File: config.mk
export PLATFORM = sky130hd
export DESIGN_NAME = ulps_link_power_regs
export DESIGN_NICKNAME = d
export VERILOG_FILES = /design/src/hdl/ulps_pkg.sv /design/src/hdl/ulps_link_power_regs.sv /design/src/hdl/ulps_phy_defaults.sv /design/src/hdl/ulps_change_flags.sv
export VERILOG_INCLUDE_DIRS = /design/src /design/src/hdl
export SDC_FILE = /design/constraint.sdc
export NUM_CORES = 1
export LEC_CHECK = 0
export ABC_AREA = 1
export BUFFER_PORTS_ARGS = -buffer_cell sky130_fd_sc_hd__buf_4
export CAP_MARGIN = 20
export CORE_MARGIN = 2
export CORE_UTILIZATION = 46
export DETAILED_ROUTE_END_ITERATION = 6
export GPL_TIMING_DRIVEN = 0
export PLACE_DENSITY_LB_ADDON = 0.08
export SLEW_MARGIN = 15
export SYNTH_ARGS = -nofsm -noshare
export SYNTH_HDL_FRONTEND = slang
export SYNTH_SLANG_ARGS = --single-unit
File: constraint.sdc
create_clock -name sys_clk -period 1.1 [get_ports sys_clk]
set_clock_uncertainty 0.1 [all_clocks]
set_input_delay 0 -clock sys_clk [delete_from_list [all_inputs] [get_ports sys_clk]]
set_output_delay 0 -clock sys_clk [all_outputs]
set_load 0.03 [all_outputs]
File: src/hdl/ulps_cfg.svh
// Purpose: Offsets, field positions, reset values for the link power status bank
// Assumes: 32-bit register port, byte addresses
// Notes:   Shared by the register, PHY default and change flag modules
`ifndef ULPS_CFG_SVH
`define ULPS_CFG_SVH

`define ULPS_ADDR_W          8
`define ULPS_OFS_SHALLOW     8'hA0
`define ULPS_OFS_DEEP        8'hA4
`define ULPS_OFS_STATUS      8'hA8
`define ULPS_OFS_IRQ_MASK    8'hAC
`define ULPS_OFS_PHY_CFG     8'hB8
`define ULPS_SHALLOW_D2H_LSB 16
`define ULPS_SHALLOW_SYS_LSB 0
`define ULPS_DEEP_D2H_LSB    16
`define ULPS_DEEP_SYS_LSB    0
`define ULPS_STATE_LSB       16
`define ULPS_SEL_BIT         5
`define ULPS_FLAG_W          6
`define ULPS_STATE_W         5
`define ULPS_CFGFLAG_SWING   0
`define ULPS_CFGFLAG_MARGIN  1
`define ULPS_CFGFLAG_EMPH    2
`define ULPS_CFGFLAG_EBUF    3
`define ULPS_LAT_RESET       8'h00
`define ULPS_LAT16_RESET     16'h0000
`define ULPS_STATE_RESET     5'h00
`define ULPS_FLAG_RESET      6'h00
`define ULPS_PHY_RESET       4'h0

`endif

File: src/hdl/ulps_pkg.sv
// Purpose: Types of the link power status bank
// Assumes: Constants come from ulps_cfg.svh
// Notes:   Types only
package ulps_pkg;

  // Order matches status bits 4..0: devWake, funcWake, ltm, deep, shallow
  typedef struct packed {
    logic deviceWakeState;
    logic functionWakeState;
    logic latencyMsgEnState;
    logic deepLpmEnState;
    logic shallowLpmEnState;
  } ulps_state_type;

  typedef struct packed {
    logic [7:0]  shallowDevToHostLatency;
    logic [7:0]  shallowSystemLatency;
    logic [15:0] deepDevToHostLatency;
    logic [15:0] deepSystemLatency;
  } ulps_latency_type;

  typedef struct packed {
    logic phyElasticBufMode;
    logic phyTxEmphasisSel;
    logic phyTxMarginSel;
    logic phyTxSwingSel;
  } ulps_phy_type;

  typedef struct packed {
    logic       write;
    logic       read;
    logic [7:0] addr;
    logic [31:0] wdata;
  } ulps_bus_type;

  typedef enum logic [1:0] {
    ULPS_SRC_NONE,
    ULPS_SRC_OTP,
    ULPS_SRC_EEPROM
  } ulps_src_type;

endpackage

File: src/hdl/ulps_link_power_regs.sv
// Purpose: Link power status registers, exit latencies and PHY defaults
// Assumes: Request decoder delivers one-cycle pulses; inputs synchronous to sys_clk
// Notes:   Register port answers reads one cycle later, never stalls
//
// What this block does
// - PHY fields default EEPROM, else OTP, else zero
// - USB or lite reset restores last image
// - Swing field from config flags swing bit
// - Margin field from config flags margin bit
// - Emphasis field from config flags emphasis bit
// - Elastic buffer mode from config flags bit
// - Shallow device-to-host latency at bits 23:16
// - Shallow system latency at bits 7:0
// - Deep device-to-host latency at bits 31:16
// - Deep system latency at bits 15:0
// - Latencies load only from SET_SEL, read-only
// - Low status flags drive status-change interrupt bit
// - Current states mirrored at bits 20:16 of the upper half
// - SET_SEL sets bit 5, updates latencies
// - Bits 4..0 flag host changes of states
// - Bits 20..16 show current states, read-only
//
// Design decision made here: the plain strobed port.
`timescale 1ns/100ps
`default_nettype none
`include "ulps_cfg.svh"

module ulps_link_power_regs
  import ulps_pkg::*;
(
  input  wire logic                      sys_clk,
  input  wire logic                      rst_n,
  input  wire logic [`ULPS_ADDR_W-1:0]   regAddr,
  input  wire logic [31:0]               regWdata,
  input  wire logic                      regWrite,
  input  wire logic                      regRead,
  output logic      [31:0]               regRdata,
  input  wire logic                      setSelReq,
  input  wire ulps_latency_type          setSelData,
  input  wire logic                      setFeatureReq,
  input  wire ulps_state_type            setFeatureData,
  input  wire logic                      usbReset,
  input  wire logic                      liteSoftReset,
  input  wire logic                      eepromLoad,
  input  wire logic                      eepromPresent,
  input  wire logic [7:0]                eepromCfgFlags1,
  input  wire logic                      otpLoad,
  input  wire logic                      otpProgrammed,
  input  wire logic [7:0]                otpCfgFlags1,
  output ulps_phy_type                   phyCfg,
  output logic                           linkStatusIrqBit,
  output logic                           irq
);

  typedef struct packed {
    ulps_latency_type             latency;
    ulps_state_type               current;
    logic [`ULPS_FLAG_W-1:0]      irqMask;
    logic [31:0]                  rdata;
    logic                         statusBit;
    logic                         irqLine;
    ulps_phy_type                 phyOut;
  } ulps_regst_type;

  ulps_regst_type           state;
  ulps_regst_type           next_state;
  ulps_bus_type             bus;
  logic [`ULPS_FLAG_W-1:0]  flags;
  logic [`ULPS_FLAG_W-1:0]  setEvent;
  logic [`ULPS_FLAG_W-1:0]  clearMask;
  logic                     phyWrite;
  ulps_phy_type             phyLive;

  function automatic logic hit(input ulps_bus_type b, input logic [`ULPS_ADDR_W-1:0] ofs);
    return b.addr == ofs;
  endfunction

  assign bus = '{write: regWrite, read: regRead, addr: regAddr, wdata: regWdata};

  // Change events: host modified a tracked state, or delivered SET_SEL
  always_comb begin
    setEvent = '0;
    setEvent[`ULPS_SEL_BIT] = setSelReq;
    if (setFeatureReq) begin
      setEvent[`ULPS_STATE_W-1:0] = setFeatureData ^ state.current;
    end
    clearMask = (bus.write && hit(bus, `ULPS_OFS_STATUS)) ?
                bus.wdata[`ULPS_FLAG_W-1:0] : '0;
    phyWrite = bus.write && hit(bus, `ULPS_OFS_PHY_CFG);
  end

  ulps_change_flags #(
    .FLAG_W (`ULPS_FLAG_W)
  ) u_flags (
    .sys_clk   (sys_clk),
    .rst_n     (rst_n),
    .setEvent  (setEvent),
    .clearMask (clearMask),
    .flags     (flags)
  );

  ulps_phy_defaults u_phy (
    .sys_clk         (sys_clk),
    .rst_n           (rst_n),
    .eepromLoad      (eepromLoad),
    .eepromPresent   (eepromPresent),
    .eepromCfgFlags1 (eepromCfgFlags1),
    .otpLoad         (otpLoad),
    .otpProgrammed   (otpProgrammed),
    .otpCfgFlags1    (otpCfgFlags1),
    .restore         (usbReset || liteSoftReset),
    .swWrite         (phyWrite),
    .swValue         (ulps_phy_type'(bus.wdata[3:0])),
    .phyCfg          (phyLive)
  );

  always_comb begin
    next_state = state;
    // Latencies change only through SET_SEL; register writes ignored
    if (setSelReq) begin
      next_state.latency = setSelData;
    end
    if (setFeatureReq) begin
      next_state.current = setFeatureData;
    end
    if (bus.write && hit(bus, `ULPS_OFS_IRQ_MASK)) begin
      next_state.irqMask = bus.wdata[`ULPS_FLAG_W-1:0];
    end
    next_state.rdata = '0;
    if (bus.read) begin
      unique case (bus.addr)
        `ULPS_OFS_SHALLOW: begin
          next_state.rdata[`ULPS_SHALLOW_D2H_LSB +: 8] =
            state.latency.shallowDevToHostLatency;
          next_state.rdata[`ULPS_SHALLOW_SYS_LSB +: 8] =
            state.latency.shallowSystemLatency;
        end
        `ULPS_OFS_DEEP: begin
          next_state.rdata[`ULPS_DEEP_D2H_LSB +: 16] =
            state.latency.deepDevToHostLatency;
          next_state.rdata[`ULPS_DEEP_SYS_LSB +: 16] =
            state.latency.deepSystemLatency;
        end
        `ULPS_OFS_STATUS: begin
          next_state.rdata[`ULPS_FLAG_W-1:0] = flags;
          next_state.rdata[`ULPS_STATE_LSB +: `ULPS_STATE_W] = state.current;
        end
        `ULPS_OFS_IRQ_MASK: begin
          next_state.rdata[`ULPS_FLAG_W-1:0] = state.irqMask;
        end
        `ULPS_OFS_PHY_CFG: begin
          next_state.rdata[3:0] = phyLive;
        end
        default: begin
          next_state.rdata = '0;
        end
      endcase
    end
    next_state.statusBit = |flags;
    next_state.irqLine   = |(flags & state.irqMask);
    next_state.phyOut    = phyLive;
  end

  always_ff @(posedge sys_clk or negedge rst_n) begin
    if (!rst_n) begin
      state.latency   <= '{`ULPS_LAT_RESET, `ULPS_LAT_RESET,
                           `ULPS_LAT16_RESET, `ULPS_LAT16_RESET};
      state.current   <= `ULPS_STATE_RESET;
      state.irqMask   <= `ULPS_FLAG_RESET;
      state.rdata     <= '0;
      state.statusBit <= 1'b0;
      state.irqLine   <= 1'b0;
      state.phyOut    <= `ULPS_PHY_RESET;
    end else begin
      state <= next_state;
    end
  end

  assign regRdata         = state.rdata;
  assign linkStatusIrqBit = state.statusBit;
  assign irq              = state.irqLine;
  assign phyCfg           = state.phyOut;

endmodule
`default_nettype wire

File: src/hdl/ulps_phy_defaults.sv
// Purpose: Holds the PHY configuration image and restores the four PHY fields
// Assumes: Loader presents each image once with a one-cycle strobe
// Notes:   EEPROM image wins over OTP; none yields zero
`timescale 1ns/100ps
`default_nettype none
`include "ulps_cfg.svh"

module ulps_phy_defaults
  import ulps_pkg::*;
(
  input  wire logic         sys_clk,
  input  wire logic         rst_n,
  input  wire logic         eepromLoad,
  input  wire logic         eepromPresent,
  input  wire logic [7:0]   eepromCfgFlags1,
  input  wire logic         otpLoad,
  input  wire logic         otpProgrammed,
  input  wire logic [7:0]   otpCfgFlags1,
  input  wire logic         restore,
  input  wire logic         swWrite,
  input  wire ulps_phy_type swValue,
  output ulps_phy_type      phyCfg
);

  typedef struct packed {
    ulps_phy_type image;
    ulps_src_type source;
    ulps_phy_type live;
  } ulps_physt_type;

  ulps_physt_type state;
  ulps_physt_type next_state;

  function automatic ulps_phy_type fromFlags(input logic [7:0] flags);
    ulps_phy_type p;
    p.phyTxSwingSel     = flags[`ULPS_CFGFLAG_SWING];
    p.phyTxMarginSel    = flags[`ULPS_CFGFLAG_MARGIN];
    p.phyTxEmphasisSel  = flags[`ULPS_CFGFLAG_EMPH];
    p.phyElasticBufMode = flags[`ULPS_CFGFLAG_EBUF];
    return p;
  endfunction

  always_comb begin
    next_state = state;
    // EEPROM image outranks OTP; unprogrammed sources leave zero
    if (eepromLoad && eepromPresent) begin
      next_state.image  = fromFlags(eepromCfgFlags1);
      next_state.source = ULPS_SRC_EEPROM;
      next_state.live   = fromFlags(eepromCfgFlags1);
    end else if (otpLoad && otpProgrammed && state.source != ULPS_SRC_EEPROM) begin
      next_state.image  = fromFlags(otpCfgFlags1);
      next_state.source = ULPS_SRC_OTP;
      next_state.live   = fromFlags(otpCfgFlags1);
    end else if (restore) begin
      next_state.live = (state.source == ULPS_SRC_NONE) ? ulps_phy_type'(`ULPS_PHY_RESET)
                                                        : state.image;
    end else if (swWrite) begin
      next_state.live = swValue;
    end
  end

  always_ff @(posedge sys_clk or negedge rst_n) begin
    if (!rst_n) begin
      state <= '{image: `ULPS_PHY_RESET, source: ULPS_SRC_NONE, live: `ULPS_PHY_RESET};
    end else begin
      state <= next_state;
    end
  end

  assign phyCfg = state.live;

endmodule
`default_nettype wire

File: src/hdl/ulps_change_flags.sv
// Purpose: Sticky change flags with write-one-to-clear
// Assumes: Events are one-cycle pulses
// Notes:   A set in the clearing cycle wins
`timescale 1ns/100ps
`default_nettype none
`include "ulps_cfg.svh"

module ulps_change_flags
  import ulps_pkg::*;
#(
  parameter int FLAG_W = `ULPS_FLAG_W
)
(
  input  wire logic              sys_clk,
  input  wire logic              rst_n,
  input  wire logic [FLAG_W-1:0] setEvent,
  input  wire logic [FLAG_W-1:0] clearMask,
  output logic      [FLAG_W-1:0] flags
);

  // Flags live in the low half of the status word
  if (FLAG_W < 1 || FLAG_W > 16) begin : g_bad_width
    $error("FLAG_W must be 1..16");
  end

  typedef struct packed {
    logic [FLAG_W-1:0] bits;
  } ulps_flagst_type;

  ulps_flagst_type state;
  ulps_flagst_type next_state;

  always_comb begin
    next_state.bits = (state.bits & ~clearMask) | setEvent;
  end

  always_ff @(posedge sys_clk or negedge rst_n) begin
    if (!rst_n) begin
      state.bits <= '0;
    end else begin
      state <= next_state;
    end
  end

  assign flags = state.bits;

endmodule
`default_nettype wire

**After elaboration in Yosys (flattened, before gate mapping)**

Index checks and enable logic that the tools add are counted.

- Flip-flop bits (word level): 113
- Input port bits: 121
- Output and inout port bits: 38

- Eq/ne operators: 6
- Multiplexer cells: 16
- Bitwise logic cells: 5
- Reductions and logical operators: 12

Operators with widths:

| operator | number |
|---|---|
| $eq 8x8->1 const B | 5 |
| $mux 32 | 1 |
| $pmux 4 s5 | 1 |
| $mux 4 | 4 |
| $mux 8 | 2 |
| $pmux 5 s3 | 1 |
| $and 6x6->6 | 2 |
| $mux 6 | 2 |
| $reduce_or 6->1 | 2 |
| $mux 10 | 1 |
| $pmux 2 s4 | 1 |
| $logic_and 1x1->1 | 6 |
| $not 6->6 | 1 |
| $or 6x6->6 | 1 |
| $pmux 3 s2 | 1 |
| $mux 5 | 1 |
| $xor 5x5->5 | 1 |
| $pmux 2 s2 | 1 |
| $reduce_bool 4->1 | 1 |
| $logic_not 2->1 | 1 |
| $ne 2x2->1 const B | 1 |
| $reduce_bool 2->1 | 1 |
| $logic_or 1x1->1 | 1 |

**Logic depth before layout (Yosys ltp)**

- Depth in word-level cells: 6
- Mapped depth: 9
- Depth with buffers taken out: 8

**Modules after synthesis**

A second synthesis with hierarchy kept.

- Cells, all modules: 578
- Area, all modules: 5235.0 sq um

Modules (own cells, without submodules):

| module | times used | cells an instance | area an instance (sq um) |
|---|---|---|---|
| ulps_link_power_regs | 1 | 453 | 4367.9 |
| ulps_phy_defaults | 1 | 95 | 626.9 |
| ulps_change_flags | 1 | 30 | 240.2 |

**Worst setup path after synthesis**

Ideal clock, no wire load.

- Kind: register to register
- Start point: register u_phy.state[4] (netlist bit)
- End point: register u_phy.state (netlist bit u_phy.phyCfg[0])
- Arrival: 1.022 ns
- Required time: 0.872 ns
- Slack: -0.150 ns
- Cell stages (with the launch flop): 7
- Buffers on the path: 0
- Clock period less this slack: 1.250 ns
- Cell sequence: dfrtp_1 -> inv_1 -> a21oi_2 -> nor2_4 -> nand3_1 -> nand2_1 -> o21ai_0

- Longest elaborated chain between the ends: 5

Ends and longest elaborated chain:

| element | line | source |
|---|---|---|
| start, declared | ulps_phy_defaults.sv:31 | `ulps_physt_type state;` |
| start signal, assigned | ulps_phy_defaults.sv:64 | `` state <= '{image: `ULPS_PHY_RESET, source: ULPS_SRC_NONE, live: `ULPS_PHY_RESET}; `` |
| start signal, assigned | ulps_phy_defaults.sv:66 | `state <= next_state;` |
| $logic_not 2->1 | ulps_phy_defaults.sv:55 | `` next_state.live = (state.source == ULPS_SRC_NONE) ? ulps_phy_type'(`ULPS_PHY_RESET) `` |
| $mux 4 | ulps_phy_defaults.sv:55 |  |
| $mux 4 | ulps_phy_defaults.sv:54 | `end else if (restore) begin` |
| $mux 4 | ulps_phy_defaults.sv:50 | `end else if (otpLoad && otpProgrammed && state.source != ULPS_SRC_EEPROM) begin` |
| $mux 10 | ulps_phy_defaults.sv:46 | `if (eepromLoad && eepromPresent) begin` |

Parallel ways exist; a longest one is shown, timed or not.
A chain may end at the register's enable or synchronous reset.

**Final worst setup path**

- Start point: register u_phy.state[4] (netlist bit)
- End point: register u_phy.state (netlist bit u_phy.phyCfg[1])

The elaborated chain is that of the path after synthesis.

==> results.md <==
* Outcome: finished with violations
* Failing checks: negative hold slack, negative setup slack
* Post-route minimum period at 1.25 ns
* Die footprint at 11800 sq um
* Top post-synthesis cells by area: dfrtp_1 56%, nand2_1 8.4%, buf_4 5.5%
* Final setup viols at 46
* Vias at 4336
* Ports at 159
* Worst Setup Path Type: reg -> reg
* DP Area at 6170 sq um
* Crit share post-route at 114%
* Remaining antenna violation count at 0
* Drt wl/cell at 14.5 microns
* YS warnings at 0
* Worst Reg-to-Reg Cells at 6
* Clock sink count at 113
* Worst hold margin at -0.348 ns
* Startpoint types: flop
* Worst vdd ir at 0.904 mV
* Drt drc at 0
* Power density cells at 1500 nW/um^2
* Final hold violation count at 71
* R2R setup slack at -0.15 ns
* Post-route design area at 7630 sq um
* Fmax achieved at 800 MHz
* Final core occ at 70.7%
* First-pass GRT wire length at 21000 microns
* Max cap viols at 0
* Netlist cell types at 27
* GPL Wtd Cong at 0.859
* CP Capture Type: flop
* Critical Path AT at 1.56 ns
* RSZ-0062 raised after global routing: yes
* Crit Reg-Reg Startpoint: u_phy.state[4]
* Area leader, netlist: dfrtp_1
* Root Driver: clkbuf_8
* Post-Syn Area at 5050 sq um
* Syn avg cell area at 9.32 sq um
* Rel. slew slack at 59.8%
* Hold_sp: eepromLoad
* GRT Resource Usage Total at 23.4%
* Setup WS post-layout at -0.149 ns
* Crit-path max FO at 8
* Main synth FF type: dfrtp_1
* Final #Nets at 868
* Initial Util at 46.8%
* Area grow syn2layout at 51.1%
* Share of the synthesized area in the top cell type at 56.0%
* Required time of the critical path at 1.41 ns
* Crit path from: u_phy.state[4]
* Syn nets at 663
* Final Max Slew Viols at 0
* Core area at 10800 sq um
* PortBufs at 122
* Clk pin slew, worst setup/hold paths at 0.06 ns
* Cells after Synth at 542
* Hold path cells at 3
* HPWL after detailed placement at 8260 microns
* Drt total wl at 13100 microns
* Gr ovfl total at 0
* Asr flop ratio synth at 100%
* Vias/cell at 4.82
* Maximum buffer depth of the clock tree at 2
* Vias in the first global route at 4410
* Num CTS Buffers at 17
* Synth Register Bits at 113
* Worst-Margin Slew at 0.604 ns
* Number of H-tree levels at 4
* Leak at 3.80 nW
* Initial DRC Count at 217
* CTS tree: built
* Seq/Total Area, Yosys at 56.0%
* # rows at 38
* Ant. Diodes at 0
* Initial antenna violation count at 0
* Die H at 109 microns
* Pin count of the biggest net entering global routing at 114
* Fraction of layout instances using a drive strength above 1 at 29.6%
* Hold Path Class: in -> reg
* DRT Pass-1 Iters at 5
* FF-to-FF End: u_phy.phyCfg[1]
* Hold endpoint: u_phy.state[5]
* Die Wd at 109 microns
* Worst-Skew Late Latency at 0.52 ns
* EDFF count, synth at 0
* Commonest cells post-synth: 113 x dfrtp_1, 113 x nand2_1, 62 x inv_1
flip-flops by register name, summed over array words and instances, names as in the netlist:
name	count
irq	1
u_flags.flags	6
state	59
phyCfg	4
u_phy.state	6
regRdata	32
linkStatusIrqBit	1
u_phy.phyCfg	4
how the worst max path moves through the flow:
stage                      end  cells after the start  slack (ns)
2_1_floorplan  u_phy.phyCfg[0]                      6       -0.08
3_3_place_gp         state[45]                      1       -0.28
3_5_place_dp   u_phy.phyCfg[2]                      9       -0.22
4_1_cts        u_phy.phyCfg[2]                      6       -0.16
5_1_grt        u_phy.phyCfg[2]                      7       -0.24
6_report       u_phy.phyCfg[1]                      6       -0.15
routing by layer:
metal  global-route usage (%)  vias up  routed length, microns
met1                     28.9     2060                    5390
met4                     7.78        0                     191
met3                     5.20       15                     705
met5                        0        -                       0
li1                         -     2102                       -
met2                     40.6      159                    6780
repair_timing:
item / CTS / global route
buffers inserted: 1 / 6
gates cloned: 1 / 1
endpoints found under the hold margin: 215 / 64
setup endpoints to repair: 46 / 82
resized for setup: 42 / 10
hold buffers: 91 / 4
pin swaps: 4 / 6
critical path: stages (launching register included):
cell,delay (ns)
dfrtp_1,0.39
inv_2,0.08
a21oi_4,0.09
a21boi_0,0.28
nand2_1,0.09
nand2_1,0.06
nand2_1,0.05
kinds of logic (layout without fill, tap and decap cells):
group	count (synthesis)	in the layout	synth area share [%]
muxes	23	23	5.13
and+or+nand+nor	218	219	19.1
DFF	113	113	56.0
AOI/OAI and AO/OA	69	69	7.38
buffers and inverters	119	336	12.4
power breakdown:
group | internal [mW] | switching [mW]
logic | 0.766 | 0.717
registers | 4.48 | 0.189
clock network | 3.24 | 2.02
cells in the final DEF, fill, tap and decap left out, types with 3 or more instances in the layout:
cell and n:
clkinvlp_4 4, nand3_1 44, nand2_2 3, clkbuf_16 16
dfrtp_1 113, o21ai_1 8, mux2_2 23, buf_4 91
buf_6 41, clkbuf_1 6, nor2_1 39, nor2_4 8
or2_2 5, inv_6 3, clkinv_4 4, o21ai_0 45
buf_2 9, dlygate4sd3_1 90, inv_2 3, o22ai_1 7
a21boi_1 3, inv_1 61, nand2_1 113
per-stage QoR:
step	cells	TNS (ns)	power [mW]	setup WS, ns
CTS	893	-4.30	11.5	-0.157
floorplan	542	-0.315	5.36	-0.0787
detailed placement	804	-4.52	5.94	-0.222
global placement	804	-34.95	5.89	-0.284
global route	900	-4.03	11.9	-0.241
finish	900	-1.91	11.4	-0.149
layout make-up:
class / instances / area, sq um
sequential: 113 / 2830
buffer: 19 / 118
tap: 140 / 175
timing repair buffer: 221 / 2050
fill: 824 / 3160
clock inverter: 14 / 156
clock buffer: 18 / 418
multi-input combinational: 311 / 1640
inverter: 64 / 240
No activity file was read; power rests on OpenSTA's default activity.
